## src/include/sio_pkg.sv

```systemverilog
// Constants and types shared by the servo I/O and probe object block.
// Assumes one 40 MHz clock and object access by 16-bit index plus subindex.
package sio_pkg;

  ////////////////////////////////////////////////////////////////////////////
  // Object indices and subindices
  localparam logic [15:0] IDX_PROBE_CTRL = 16'h60B8;
  localparam logic [15:0] IDX_PROBE_STAT = 16'h60B9;
  localparam logic [15:0] IDX_P1_RISE = 16'h60BA;
  localparam logic [15:0] IDX_P1_FALL = 16'h60BB;
  localparam logic [15:0] IDX_P2_RISE = 16'h60BC;
  localparam logic [15:0] IDX_P2_FALL = 16'h60BD;
  localparam logic [15:0] IDX_POS_TQ = 16'h60E0;
  localparam logic [15:0] IDX_NEG_TQ = 16'h60E1;
  localparam logic [15:0] IDX_DIG_IN = 16'h60FD;
  localparam logic [15:0] IDX_HOST_OUT = 16'h60FE;
  localparam logic [7:0] SUB_ZERO = 8'h00;
  localparam logic [7:0] SUB_HOST_VAL = 8'h01;
  localparam logic [7:0] SUB_HOST_MASK = 8'h02;
  localparam logic [31:0] HOST_OUT_COUNT = 32'h00000002;

  ////////////////////////////////////////////////////////////////////////////
  // Reset values and ranges
  localparam logic [15:0] TQ_LIMIT_RESET = 16'h0BB8;
  localparam logic [15:0] TQ_LIMIT_MAX = 16'h0BB8;
  localparam logic [15:0] PROBE_CTRL_RESET = 16'h0000;
  localparam logic [31:0] HOST_OUT_RESET = 32'h00000000;

  ////////////////////////////////////////////////////////////////////////////
  // Field positions
  localparam int HOST_IN_LSB = 28;
  localparam int HOST_IN_COUNT = 3;
  localparam int DIG_NEG_LIM_BIT = 0;
  localparam int DIG_POS_LIM_BIT = 1;
  localparam int DIG_HOME_BIT = 2;
  localparam int DIG_CN1_LSB = 16;
  localparam int CN1_COUNT = 8;
  localparam int FN_WIDTH = 3;
  localparam int PC_ENABLE = 0;
  localparam int PC_CONT = 1;
  localparam int PC_SRC_INDEX = 2;
  localparam int PC_RISE = 4;
  localparam int PC_FALL = 5;
  localparam int PROBE_TWO_LSB = 8;

  ////////////////////////////////////////////////////////////////////////////
  // Input function codes and homing methods
  localparam logic [2:0] FN_NONE = 3'h0;
  localparam logic [2:0] FN_NEG_LIMIT = 3'h1;
  localparam logic [2:0] FN_POS_LIMIT = 3'h2;
  localparam logic [2:0] FN_HOME = 3'h3;
  localparam logic [2:0] FN_PROBE_ONE = 3'h4;
  localparam logic [2:0] FN_PROBE_TWO = 3'h5;
  localparam logic [7:0] HM_NEG_STALL_INDEX = 8'hFD;
  localparam logic [7:0] HM_POS_STALL_HERE = 8'hFE;
  localparam logic [7:0] HM_NEG_STALL_HERE = 8'hFF;

  ////////////////////////////////////////////////////////////////////////////
  // Timing
  localparam int CLK_PERIOD_NS = 25;
  localparam int MS_NS = 1000000;
  localparam int MS_CYCLES = MS_NS / CLK_PERIOD_NS;

  typedef enum logic [2:0] {
    SIO_HM_IDLE,
    SIO_HM_STALL,
    SIO_HM_INDEX,
    SIO_HM_SWITCH,
    SIO_HM_DONE
  } sio_hm_state_t;

endpackage

```

## src/rtl/sio_probe_channel.sv

```systemverilog
// One touch-probe latch channel: trigger select, edge latch, status.
// Assumes trigger levels already synchronised to the block clock.
module sio_probe_channel (
  input wire logic ref_clk_in,
  input wire logic resetn_in,
  input wire logic [7:0] cfg_in,
  input wire logic ext_trig_in,
  input wire logic index_in,
  input wire logic [31:0] position_in,
  output logic [7:0] status_out,
  output logic [31:0] rise_pos_out,
  output logic [31:0] fall_pos_out
);

  typedef struct packed {
    logic trig_prev;
    logic en;
    logic rise_done;
    logic fall_done;
    logic [1:0] count;
    logic [31:0] rise_pos;
    logic [31:0] fall_pos;
  } sio_probe_state_t;

  sio_probe_state_t state_reg;
  sio_probe_state_t state_next;
  logic trig;
  logic rise_ok;
  logic fall_ok;

  ////////////////////////////////////////////////////////////////////////////
  always_comb begin
    state_next = state_reg;
    trig = cfg_in[sio_pkg::PC_SRC_INDEX] ? index_in : ext_trig_in;
    rise_ok = 1'b0;
    fall_ok = 1'b0;
    state_next.trig_prev = trig;
    state_next.en = cfg_in[sio_pkg::PC_ENABLE];
    if (!cfg_in[sio_pkg::PC_ENABLE]) begin
      // Disabling re-arms single mode and clears the latch flags
      state_next.rise_done = 1'b0;
      state_next.fall_done = 1'b0;
      state_next.count = 2'h0;
    end else begin
      // Single mode takes only the first edge of each kind
      rise_ok = cfg_in[sio_pkg::PC_RISE] & trig & ~state_reg.trig_prev &
                (cfg_in[sio_pkg::PC_CONT] | ~state_reg.rise_done);
      fall_ok = cfg_in[sio_pkg::PC_FALL] & ~trig & state_reg.trig_prev &
                (cfg_in[sio_pkg::PC_CONT] | ~state_reg.fall_done);
      if (rise_ok) begin
        state_next.rise_pos = position_in;
        state_next.rise_done = 1'b1;
      end
      if (fall_ok) begin
        state_next.fall_pos = position_in;
        state_next.fall_done = 1'b1;
      end
      if (cfg_in[sio_pkg::PC_CONT] && (rise_ok || fall_ok)) begin
        state_next.count = state_reg.count + 2'h1;
      end
    end
  end

  always_ff @(posedge ref_clk_in) begin
    if (!resetn_in) begin
      state_reg <= '0;
    end else begin
      state_reg <= state_next;
    end
  end

  assign status_out = {state_reg.count, 3'h0, state_reg.fall_done,
                       state_reg.rise_done, state_reg.en};
  assign rise_pos_out = state_reg.rise_pos;
  assign fall_pos_out = state_reg.fall_pos;

endmodule // sio_probe_channel

```

## src/rtl/sio_servo_io.sv

```systemverilog
// Servo drive object set: hard-stop homing, torque limits, digital
// inputs with host override, and two touch-probe latch channels.
// Assumes object requests, position and torque come from same-clock logic;
// switch, connector, index and external inputs are asynchronous pins.
module sio_servo_io #(
  parameter int MS_CYCLES = sio_pkg::MS_CYCLES
) (
  input wire logic ref_clk_in,
  input wire logic resetn_in,
  input wire logic obj_req_in,
  input wire logic obj_write_in,
  input wire logic [15:0] obj_index_in,
  input wire logic [7:0] obj_subindex_in,
  input wire logic [31:0] obj_wdata_in,
  output logic obj_ack_out,
  output logic obj_abort_out,
  output logic [31:0] obj_rdata_out,
  input wire logic [7:0] digital_input_connector_in,
  input wire logic neg_limit_pin_in,
  input wire logic pos_limit_pin_in,
  input wire logic home_switch_pin_in,
  input wire logic encoder_index_mark_in,
  input wire logic encoder_external_input_in,
  input wire logic [7:0] input_invert_param_in,
  input wire logic [23:0] input_function_param_in,
  input wire logic [7:0] homing_method_in,
  input wire logic homing_start_in,
  input wire logic homing_stop_in,
  input wire logic homing_pref_pos_in,
  input wire logic [15:0] stall_torque_threshold_param_in,
  input wire logic [15:0] blocking_time_param_in,
  input wire logic signed [15:0] torque_feedback_in,
  input wire logic signed [15:0] torque_cmd_in,
  input wire logic signed [31:0] feedback_position_in,
  output logic drive_pos_out,
  output logic drive_neg_out,
  output logic homing_done_out,
  output logic [31:0] home_position_out,
  output logic signed [15:0] torque_cmd_out,
  output logic [15:0] pos_torque_limit_out,
  output logic [15:0] neg_torque_limit_out
);

  localparam int PIN_W = 13;

  typedef struct packed {
    logic [PIN_W-1:0] sync1;
    logic [PIN_W-1:0] sync2;
    logic index_prev;
    sio_pkg::sio_hm_state_t hm;
    logic [15:0] ms_cnt;
    logic [15:0] blk_cnt;
    logic hm_is_index;
    logic dir_pos;
    logic dir_neg;
    logic done;
    logic [31:0] home_pos;
    logic [15:0] probe_ctrl;
    logic [15:0] pos_lim;
    logic [15:0] neg_lim;
    logic [31:0] host_val;
    logic [31:0] host_mask;
    logic signed [15:0] torque_cmd;
    logic ack;
    logic abort;
    logic [31:0] rdata;
  } sio_main_state_t;

  sio_main_state_t state_reg;
  sio_main_state_t state_next;

  logic [7:0] cn1_eff;
  logic sw_neg;
  logic sw_pos;
  logic sw_home;
  logic probe_one;
  logic probe_two;
  logic index_lvl;
  logic ext_lvl;
  logic index_rise;
  logic [2:0] fn;
  logic [31:0] dig_in;
  logic [16:0] tq_abs;
  logic stalled;
  logic ms_tick;
  logic signed [16:0] cmd_ext;
  logic signed [16:0] pos_cap;
  logic signed [16:0] neg_cap;
  logic [15:0] probe_status;
  logic [31:0] p1_rise;
  logic [31:0] p1_fall;
  logic [31:0] p2_rise;
  logic [31:0] p2_fall;
  logic wr_ok;

  ////////////////////////////////////////////////////////////////////////////
  // Probe channels
  sio_probe_channel u_probe_one (
    .ref_clk_in(ref_clk_in),
    .resetn_in(resetn_in),
    .cfg_in(state_reg.probe_ctrl[7:0]),
    .ext_trig_in(probe_one | ext_lvl),
    .index_in(index_lvl),
    .position_in(feedback_position_in),
    .status_out(probe_status[7:0]),
    .rise_pos_out(p1_rise),
    .fall_pos_out(p1_fall)
  );

  sio_probe_channel u_probe_two (
    .ref_clk_in(ref_clk_in),
    .resetn_in(resetn_in),
    .cfg_in(state_reg.probe_ctrl[15:8]),
    .ext_trig_in(probe_two),
    .index_in(index_lvl),
    .position_in(feedback_position_in),
    .status_out(probe_status[15:8]),
    .rise_pos_out(p2_rise),
    .fall_pos_out(p2_fall)
  );

  ////////////////////////////////////////////////////////////////////////////
  // Input conditioning; only the second sync stage is read here
  always_comb begin
    index_lvl = state_reg.sync2[8];
    ext_lvl = state_reg.sync2[12];
    index_rise = index_lvl & ~state_reg.index_prev;
    sw_neg = state_reg.sync2[9];
    sw_pos = state_reg.sync2[10];
    sw_home = state_reg.sync2[11];
    probe_one = 1'b0;
    probe_two = 1'b0;
    fn = sio_pkg::FN_NONE;
    for (int i = 0; i < sio_pkg::CN1_COUNT; i++) begin
      cn1_eff[i] = state_reg.sync2[i];
      if (i < sio_pkg::HOST_IN_COUNT) begin
        // Host value overrides the pin only where its mask bit is set
        if (state_reg.host_mask[sio_pkg::HOST_IN_LSB + i]) begin
          cn1_eff[i] = state_reg.host_val[sio_pkg::HOST_IN_LSB + i];
        end
      end
      cn1_eff[i] = cn1_eff[i] ^ input_invert_param_in[i];
      fn = input_function_param_in[i*sio_pkg::FN_WIDTH +: sio_pkg::FN_WIDTH];
      if (cn1_eff[i]) begin
        // Host-forwarded switches merge with wired ones
        if (fn == sio_pkg::FN_NEG_LIMIT) sw_neg = 1'b1;
        if (fn == sio_pkg::FN_POS_LIMIT) sw_pos = 1'b1;
        if (fn == sio_pkg::FN_HOME) sw_home = 1'b1;
        if (fn == sio_pkg::FN_PROBE_ONE) probe_one = 1'b1;
        if (fn == sio_pkg::FN_PROBE_TWO) probe_two = 1'b1;
      end
    end
    dig_in = 32'h00000000;
    dig_in[sio_pkg::DIG_NEG_LIM_BIT] = sw_neg;
    dig_in[sio_pkg::DIG_POS_LIM_BIT] = sw_pos;
    dig_in[sio_pkg::DIG_HOME_BIT] = sw_home;
    dig_in[sio_pkg::DIG_CN1_LSB +: sio_pkg::CN1_COUNT] = cn1_eff;
  end

  ////////////////////////////////////////////////////////////////////////////
  // Torque magnitude, stall test and capping
  always_comb begin
    cmd_ext = 17'(torque_cmd_in);
    pos_cap = $signed({1'b0, state_reg.pos_lim});
    neg_cap = -$signed({1'b0, state_reg.neg_lim});
    tq_abs = torque_feedback_in[15] ? 17'(-cmd_abs_src(torque_feedback_in))
                                    : 17'(torque_feedback_in);
    stalled = tq_abs >= {1'b0, stall_torque_threshold_param_in};
    ms_tick = state_reg.ms_cnt == 16'(MS_CYCLES - 1);
  end

  function automatic logic signed [16:0] cmd_abs_src(
    input logic signed [15:0] v
  );
    cmd_abs_src = 17'(v);
  endfunction

  ////////////////////////////////////////////////////////////////////////////
  // Next state
  always_comb begin
    state_next = state_reg;
    state_next.sync1 = {encoder_external_input_in, home_switch_pin_in,
                        pos_limit_pin_in, neg_limit_pin_in,
                        encoder_index_mark_in, digital_input_connector_in};
    state_next.sync2 = state_reg.sync1;
    state_next.index_prev = index_lvl;
    wr_ok = 1'b0;

    // Torque cap is applied to every command, homing or not
    if (cmd_ext > pos_cap) begin
      state_next.torque_cmd = 16'(pos_cap);
    end else if (cmd_ext < neg_cap) begin
      state_next.torque_cmd = 16'(neg_cap);
    end else begin
      state_next.torque_cmd = torque_cmd_in;
    end

    // Homing
    state_next.ms_cnt = 16'h0000;
    state_next.blk_cnt = 16'h0000;
    case (state_reg.hm)
      sio_pkg::SIO_HM_IDLE, sio_pkg::SIO_HM_DONE: begin
        if (homing_start_in) begin
          state_next.done = 1'b0;
          state_next.hm_is_index =
            homing_method_in == sio_pkg::HM_NEG_STALL_INDEX;
          if (homing_method_in == sio_pkg::HM_POS_STALL_HERE) begin
            state_next.dir_pos = 1'b1;
            state_next.hm = sio_pkg::SIO_HM_STALL;
          end else if (homing_method_in == sio_pkg::HM_NEG_STALL_HERE ||
                       homing_method_in == sio_pkg::HM_NEG_STALL_INDEX) begin
            state_next.dir_neg = 1'b1;
            state_next.hm = sio_pkg::SIO_HM_STALL;
          end else if (!homing_method_in[7] && homing_method_in != 8'h00)
          begin
            // An active negative limit forces positive travel, else an active positive limit forces negative
            state_next.dir_pos = sw_neg | (~sw_pos & homing_pref_pos_in);
            state_next.dir_neg = ~(sw_neg | (~sw_pos & homing_pref_pos_in));
            state_next.hm = sio_pkg::SIO_HM_SWITCH;
          end
        end
      end
      sio_pkg::SIO_HM_STALL: begin
        if (stalled) begin
          state_next.ms_cnt = ms_tick ? 16'h0000 : state_reg.ms_cnt + 16'h0001;
          state_next.blk_cnt = state_reg.blk_cnt + {15'h0000, ms_tick};
          if (state_reg.blk_cnt >= blocking_time_param_in) begin
            if (state_reg.hm_is_index) begin
              state_next.dir_pos = ~state_reg.dir_pos;
              state_next.dir_neg = ~state_reg.dir_neg;
              state_next.hm = sio_pkg::SIO_HM_INDEX;
            end else begin
              state_next.home_pos = feedback_position_in;
              state_next.dir_pos = 1'b0;
              state_next.dir_neg = 1'b0;
              state_next.done = 1'b1;
              state_next.hm = sio_pkg::SIO_HM_DONE;
            end
          end
        end
      end
      sio_pkg::SIO_HM_INDEX: begin
        if (index_rise) begin
          state_next.home_pos = feedback_position_in;
          state_next.dir_pos = 1'b0;
          state_next.dir_neg = 1'b0;
          state_next.done = 1'b1;
          state_next.hm = sio_pkg::SIO_HM_DONE;
        end
      end
      sio_pkg::SIO_HM_SWITCH: begin
        // Later switch sequencing is handled outside this block
      end
      default: begin
        state_next.hm = sio_pkg::SIO_HM_IDLE;
      end
    endcase
    if (homing_stop_in) begin
      state_next.dir_pos = 1'b0;
      state_next.dir_neg = 1'b0;
      state_next.hm = sio_pkg::SIO_HM_IDLE;
    end

    // Object access: answer one cycle after each request
    state_next.ack = obj_req_in;
    state_next.abort = 1'b0;
    state_next.rdata = 32'h00000000;
    if (obj_req_in) begin
      case (obj_index_in)
        sio_pkg::IDX_PROBE_CTRL: begin
          state_next.rdata = {16'h0000, state_reg.probe_ctrl};
          wr_ok = 1'b1;
          if (obj_write_in) begin
            state_next.probe_ctrl = obj_wdata_in[15:0];
          end
        end
        sio_pkg::IDX_PROBE_STAT: begin
          state_next.rdata = {16'h0000, probe_status};
        end
        sio_pkg::IDX_P1_RISE: state_next.rdata = p1_rise;
        sio_pkg::IDX_P1_FALL: state_next.rdata = p1_fall;
        sio_pkg::IDX_P2_RISE: state_next.rdata = p2_rise;
        sio_pkg::IDX_P2_FALL: state_next.rdata = p2_fall;
        sio_pkg::IDX_POS_TQ: begin
          state_next.rdata = {16'h0000, state_reg.pos_lim};
          wr_ok = obj_wdata_in <= {16'h0000, sio_pkg::TQ_LIMIT_MAX};
          if (obj_write_in && wr_ok) begin
            state_next.pos_lim = obj_wdata_in[15:0];
          end
        end
        sio_pkg::IDX_NEG_TQ: begin
          state_next.rdata = {16'h0000, state_reg.neg_lim};
          wr_ok = obj_wdata_in <= {16'h0000, sio_pkg::TQ_LIMIT_MAX};
          if (obj_write_in && wr_ok) begin
            state_next.neg_lim = obj_wdata_in[15:0];
          end
        end
        sio_pkg::IDX_DIG_IN: state_next.rdata = dig_in;
        sio_pkg::IDX_HOST_OUT: begin
          if (obj_subindex_in == sio_pkg::SUB_HOST_VAL) begin
            state_next.rdata = state_reg.host_val;
            wr_ok = 1'b1;
            if (obj_write_in) state_next.host_val = obj_wdata_in;
          end else if (obj_subindex_in == sio_pkg::SUB_HOST_MASK) begin
            state_next.rdata = state_reg.host_mask;
            wr_ok = 1'b1;
            if (obj_write_in) state_next.host_mask = obj_wdata_in;
          end else if (obj_subindex_in == sio_pkg::SUB_ZERO) begin
            state_next.rdata = sio_pkg::HOST_OUT_COUNT;
          end else begin
            state_next.abort = 1'b1;
          end
        end
        default: state_next.abort = 1'b1;
      endcase
      // Writes to read-only or out-of-range objects are refused
      if (obj_write_in && !wr_ok) begin
        state_next.abort = 1'b1;
      end
      if (obj_write_in || state_next.abort) begin
        state_next.rdata = 32'h00000000;
      end
    end
  end

  ////////////////////////////////////////////////////////////////////////////
  always_ff @(posedge ref_clk_in) begin
    if (!resetn_in) begin
      state_reg <= '0;
      state_reg.hm <= sio_pkg::SIO_HM_IDLE;
      state_reg.probe_ctrl <= sio_pkg::PROBE_CTRL_RESET;
      state_reg.pos_lim <= sio_pkg::TQ_LIMIT_RESET;
      state_reg.neg_lim <= sio_pkg::TQ_LIMIT_RESET;
      state_reg.host_val <= sio_pkg::HOST_OUT_RESET;
      state_reg.host_mask <= sio_pkg::HOST_OUT_RESET;
    end else begin
      state_reg <= state_next;
    end
  end

  assign obj_ack_out = state_reg.ack;
  assign obj_abort_out = state_reg.abort;
  assign obj_rdata_out = state_reg.rdata;
  assign drive_pos_out = state_reg.dir_pos;
  assign drive_neg_out = state_reg.dir_neg;
  assign homing_done_out = state_reg.done;
  assign home_position_out = state_reg.home_pos;
  assign torque_cmd_out = state_reg.torque_cmd;
  assign pos_torque_limit_out = state_reg.pos_lim;
  assign neg_torque_limit_out = state_reg.neg_lim;

endmodule // sio_servo_io

```

## config.mk

```make
export PLATFORM = sky130hd
export DESIGN_NAME = sio_servo_io
export DESIGN_NICKNAME = d
export VERILOG_FILES = /design/src/include/sio_pkg.sv /design/src/rtl/sio_probe_channel.sv /design/src/rtl/sio_servo_io.sv
export SDC_FILE = /design/constraint.sdc
export NUM_CORES = 1
export LEC_CHECK = 0
export BUFFER_PORTS_ARGS = -buffer_cell sky130_fd_sc_hd__buf_2
export CAP_MARGIN = 20
export CORE_MARGIN = 2
export CORE_UTILIZATION = 50
export DETAILED_ROUTE_END_ITERATION = 8
export GPL_ROUTABILITY_DRIVEN = 0
export PLACE_DENSITY = 0.71
export SYNTH_ARGS = -nofsm -noshare
export SYNTH_HDL_FRONTEND = slang
export SYNTH_HIERARCHICAL = 1
export SYNTH_SLANG_ARGS = --single-unit
export TNS_END_PERCENT = 100
```

## constraint.sdc

```tcl
create_clock -name ref_clk_in -period 3.4 [get_ports ref_clk_in]
set_input_delay 0.34 -clock ref_clk_in [delete_from_list [all_inputs] [get_ports ref_clk_in]]
set_output_delay 0.34 -clock ref_clk_in [all_outputs]
set_load 0.02 [all_outputs]
```

==> results_dict.tcl, run 1 <==
set metrics [dict create \
    place_ws_ns -0.3888 \
    setup_ws_ns 0.1351 \
    synth_top_flop_cell "dfxtp_1" \
    final_nets 2830 \
    fin_worst_skew_ns 0.02761 \
    vdd_drop_max_uv 337.7 \
    netlist_instances 2485 \
    netlist_top_cells_area "dfxtp_1, buf_4, mux2i_1" \
    die_y_um 211.3 \
    tightest_slew_ns 0.8918 \
    critical_path_class "flop to flop" \
    ys_warn_count 6 \
    highest_layer "met5" \
    cp.required_ns 3.91 \
    status "completed" \
    syn_area_um2 21500 \
    drive_gt1_share_pct 21.24 \
    wl_met3_mm 4.309 \
    clock-sinks 400 \
    core.rowCount 75 \
    hpwlAfterDp_mm 44.79 \
    tns_ns 0 \
    cts_buffer_depth 3 \
    htreeDepth 2 \
    die_x_um 211.3 \
    final-hold-violation-count 0 \
    via_per_inst 5.666 \
    first_pass_iters 6 \
    largest_reg_flops 128 \
    post_drt_wl_per_cell_um 19.60 \
    grt_max_degree 214 \
    hold_class "input port to flop" \
    drc 0 \
    period_needed_ns 3.265 \
    detail-route-antenna-nets 0 \
    cap_violations 0 \
    cts_buffers 43 \
    yosysTopAreaCellShare_pct 37.25 \
    synth_edf_count 0 \
    grt_antenna_before_repair 4 \
    min_period_over_period_pct 96.03 \
    syn2layout_area_growth_pct 9.179 \
    dieArea_um2 44670 \
    powerDensity_nw_per_um2 446.1 \
    first_iter_violations 1563 \
    grt_pass1_vias 16930 \
    drt-met1-wl_mm 26.55 \
    core_um2 42230 \
    num_vias 17680 \
    ys_seq_area_share_pct 37.25 \
    synth_commonest_cells "nand2_1, dfxtp_1, buf_4, mux2i_1, nor2_1" \
    ys_types 81 \
    postSynth.asyncResetShare_pct 0 \
    critPathLaunchType "flop" \
    final_cell_area_um2 23470 \
    arrival_ns 3.77 \
    reg2reg_slack_ns 0.14 \
    gr-usage-all-layers_pct 26.53 \
    maxSlewViolCount 0 \
    grt_pass1_wl_mm 93.05 \
    slew-limit-headroom_pct 40.12 \
    tritoncts "done" \
    synth_top_area_cell "dfxtp_1" \
    wl_met2_mm 27.97 \
    overflow 0 \
    ios 329 \
    io_buffers 328 \
    finalSetupViolCount 0 \
    ys_seq_elements 400 \
    cts_root_buf "clkbuf_16" \
    fmax_mhz 306.3 \
    drt_wl_total_mm 61.18 \
    path_max_fanout 15 \
    synth_most_common_cell "nand2_1" \
    leakagePower_nw 9.846 \
    place_area_um2 21810 \
    initial_core_util_pct 50.90 \
    p_total_mw 10.47 \
    worstSetupEndpointType "flop" \
    clk_latency_ns 0.58 \
    clk_pin_slew_worst_paths_ns 0.06 \
    syn_avg_cell_area_um2 8.650 \
]
[cells in the final DEF, fill, tap and decap left out, types with 7 or more instances in the layout]
master,Yosys,layout
nor2b_1,32,32
xnor2_1,38,36
clkbuf_1,81,9
o21ai_0,76,53
nor4_1,13,10
o22ai_1,24,24
nor3_1,17,14
nand4_1,17,17
inv_1,85,85
ha_1,70,69
xor2_1,24,24
o21ai_1,1,23
nor2_1,107,107
nand2b_1,18,18
mux2i_1,181,181
and3_1,18,18
nand3b_1,8,8
dlygate4sd3_1,0,13
dfxtp_1,400,400
a31oi_4,10,10
a21boi_1,12,12
clkbuf_8,0,10
a221oi_1,12,12
a22oi_1,80,80
a21oi_1,84,84
buf_4,261,60
buf_2,23,327
nor3b_1,9,7
a21boi_0,53,53
clkinv_2,0,7
clkbuf_16,0,45
mux2_2,24,24
a21o_1,8,8
a31oi_1,20,20
nand3_2,3,11
nand2_1,442,441
and2_1,33,33
nand3_1,73,65
[logic make-up (layout without fill, tap and decap cells)]
kind of cell               after synthesis  in the layout  synth area share, %
muxes                                  207            207                9.895
AOI/OAI and AO/OA                      432            432                13.94
DFF                                    400            400                37.25
and+or+nand+nor                        835            835                18.45
xor gates and xnor gates                62             62                2.526
buffers and inverters                  477            568                13.83
adders and majority gates               70             70                4.075
other                                    2              8              0.03494
[critical path, cell delays in order, from the launching register on]
cell and delay, ns:
dfxtp_1 0.38, inv_1 0.11, ha_2 0.21, nand2_2 0.09, nor4_2 0.18, buf_4 0.18
nand2b_1 0.09, xnor2_2 0.16, ha_1 0.30, a21oi_1 0.14, nor2_1 0.05, a211oi_1 0.23
o2111ai_1 0.16, a22oi_2 0.21, buf_12 0.19, mux2_2 0.37, a21oi_1 0.14
[final timing paths]
kind | from | endpoint | cells past startpoint
hold / removal | obj_wdata_in[28] | state_reg[110] | 3
setup reg to reg | neg_torque_limit_out[0] | torque_cmd_out[10] | 16
hold reg to reg | state_next[235] | state_reg[235] | 1
setup / recovery | neg_torque_limit_out[0] | torque_cmd_out[10] | 16
[through the flow]
stage                     instances  util, %  hold WS (ns)
after floorplan                2489        -        0.4119
after global placement         3028    51.66        0.4173
after detailed placement       3028    51.66        0.4193
after CTS                      3118    55.42      0.004943
after global routing           3121    55.58       0.02743
final                          3121    55.58       0.02211
[routing by layer]
layer,vias to the layer above,global-route usage (%)
met5,-,0
met4,4,11.46
met3,119,4.881
met2,635,42.56
met1,8526,34.97
li1,8399,-
[area by class of cell]
type,count,area [um2]
diodes,2,5.005
repair buffers,406,2332
clock inverters,13,161.4
well taps,539,674.4
flip-flops and latches,400,8008
inverters,85,319.1
multi-input cells,1612,10670
clock buffers,64,1297
fillers,3750,18760
[power by group]
group	switching [mW]	leakage (nW)	internal, mW
registers	0.0258	3.23	4.73
logic	0.534	5.89	0.354
clock network	1.95	0.721	2.87
[timing repair]
action                                  CTS  global route
buffers inserted                          0             1
hold buffers                             13             0
endpoints found under the setup margin    0            16
gates resized for setup                   0             9
hold endpoints to repair                 13             0
Note: power is estimated with default switching activity, not from simulation.
==> run 2, diff against run 1 <==
Settings changed: BUFFER_PORTS_ARGS -buffer_cell sky130_fd_sc_hd__buf_2 to -buffer_cell sky130_fd_sc_hd__buf_4, CORE_MARGIN 2 to 5.
==> run 2 against run 1 <==
Compared with the run above:
- the run now ends with negative setup slack left
- cell area increased by 5.0%
- non-clock buffer count rose by 7
- hold slack improved by 0.0060 ns
- count of clock-buffer cells in the layout rose by 1
- highest routed layer is now met4
==> results_dict.tcl, run 2 (synthesized netlist as in run 1, its figures left out) <==
set metrics [dict create \
    status "complete, but fails checks" \
    violations "negative setup slack" \
    tns_ns -0.04884 \
    r2r-end "torque_cmd_out[12]" \
    r2r_start "neg_torque_limit_out[4]" \
    cts_buffers 45 \
    multi_input_area_um2 10780 \
    num_vias 17800 \
    ios 329 \
    grt_pass1_vias 16950 \
    reg2reg_slack_ns -0.02 \
    post_drt_wl_per_cell_um 20.43 \
    vdd_drop_max_uv 337.5 \
    final-hold-violation-count 0 \
    finalSetupViolCount 3 \
    arrival_ns 3.92 \
    initial_core_util_pct 50.23 \
    path_max_fanout 8 \
    final_common_cell "nand2_1" \
    fin_util_pct 57.57 \
    fin_worst_skew_ns 0.02424 \
    cts_root_buf "clkbuf_16" \
    p_total_mw 10.61 \
    tritoncts "done" \
    min-delay-start "obj_wdata_in[17]" \
    syn2layout_area_growth_pct 14.61 \
    final_nets 2839 \
    whs_ns 0.02814 \
    die_y_um 217.3 \
    maxSlewViolCount 0 \
    period_needed_ns 3.424 \
    clk_latency_ns 0.58 \
    overflow 0 \
    largest_reg_flops 128 \
    detail-route-antenna-nets 0 \
    grt_pass1_wl_mm 95.27 \
    n_fill_cell 3721 \
    drive_gt1_share_pct 22.48 \
    gr-usage-all-layers_pct 25.20 \
    layout_common_cells "nand2_1, dfxtp_1, buf_4, mux2i_1, nor2_1" \
    hold_class "input port to flop" \
    worstSetupEndpointType "flop" \
    die_x_um 217.3 \
    diodes 0 \
    slew-limit-headroom_pct 27.81 \
    grt_antenna_before_repair 0 \
    first_pass_iters 5 \
    cts_buffer_depth 3 \
    via_per_inst 5.671 \
    leakagePower_nw 10.17 \
    min_period_over_period_pct 100.7 \
    whs_path_depth 3 \
    io_buffers 328 \
    tightest_slew_ns 1.083 \
    cap_violations 0 \
    rsz0062_at_grt "yes" \
    core_um2 42790 \
    setup_ws_ns -0.02449 \
    critical_path_class "flop to flop" \
    clock-sinks 400 \
    clk_pin_slew_worst_paths_ns 0.06 \
    drt_wl_total_mm 64.13 \
    seqCellArea_um2 8008 \
    dieArea_um2 47240 \
    first_iter_violations 1708 \
    htreeDepth 2 \
    grt_max_degree 236 \
    holdPathEnd "state_reg[99]" \
    cp.required_ns 3.90 \
    hpwlAfterDp_mm 46.09 \
    powerDensity_nw_per_um2 430.8 \
    place_ws_ns -0.4250 \
    reg2reg_depth 15 \
    critPathLaunchType "flop" \
    fmax_mhz 292.0 \
    drc 0 \
    core.rowCount 76 \
]
==> run 2: worst max path at each step <==
stage	startpoint	end	slack, ns	cells after the start
4_1_cts	neg_torque_limit_out[2]	torque_cmd_out[10]	0.06	15
3_5_place_dp	torque_feedback_in[10]	home_position_out[6]	-0.42	15
5_1_grt	neg_torque_limit_out[0]	torque_cmd_out[12]	-0.12	16
3_3_place_gp	torque_feedback_in[10]	home_position_out[12]	-0.33	15
2_1_floorplan	torque_feedback_in[10]	home_position_out[10]	-0.07	15
6_report	neg_torque_limit_out[4]	torque_cmd_out[12]	-0.02	15
==> run 2: final cells by class <==
type                       count  area share (%)
timing repair buffer         413           13.70
clock inverter                18          0.5841
tap                          546           2.773
inverter                      85           1.295
multi-input combinational   1612           43.74
sequential                   400           32.50
clock buffer                  65           5.404
==> run 2: metal layers <==
metal / GRT usage [%] / wire, um / vias to the layer above
met5: 0 / 0 / -
met4: 10.98 / 2855 / 0
met3: 3.617 / 4203 / 150
met2: 40.18 / 29530 / 661
met1: 34.25 / 27540 / 8576
li1: - / - / 8413
==> run 2: timing repair <==
| item | in CTS | in global routing |
|---|---|---|
| hold buffers | 14 | 0 |
| gates resized for setup | 0 | 44 |
| hold endpoints to repair | 14 | 0 |
| endpoints found under the setup margin | 0 | 34 |
| setup buffers | 0 | 2 |
==> run 2: per-stage QoR <==
stage,instances,cell area [um2]
global route,3139,24640
floorplan,2489,21600
detailed placement,3032,22680
finish,3139,24640
CTS,3129,24290
global placement,3032,22680
==> run 2: report_power, final <==
part	leakage, nW	internal, mW	total (mW)	switching [mW]
clock network	0.724	2.81	4.85	2.04
registers	3.23	4.73	4.76	0.0272
logic	6.21	0.454	1.01	0.554
==> run 2: worst max-delay path, stage by stage (launching register included) <==
cell and delay, ns:
dfxtp_1 0.33, nor4_4 0.32, nand2_2 0.14, nor4_2 0.15
buf_4 0.17, nand2b_1 0.09, xnor2_2 0.16, ha_1 0.32
a21oi_2 0.15, nor2_1 0.05, a211oi_1 0.21, o2111ai_1 0.17
a22oi_2 0.36, clkbuf_16 0.24, mux2_2 0.34, a21oi_1 0.15
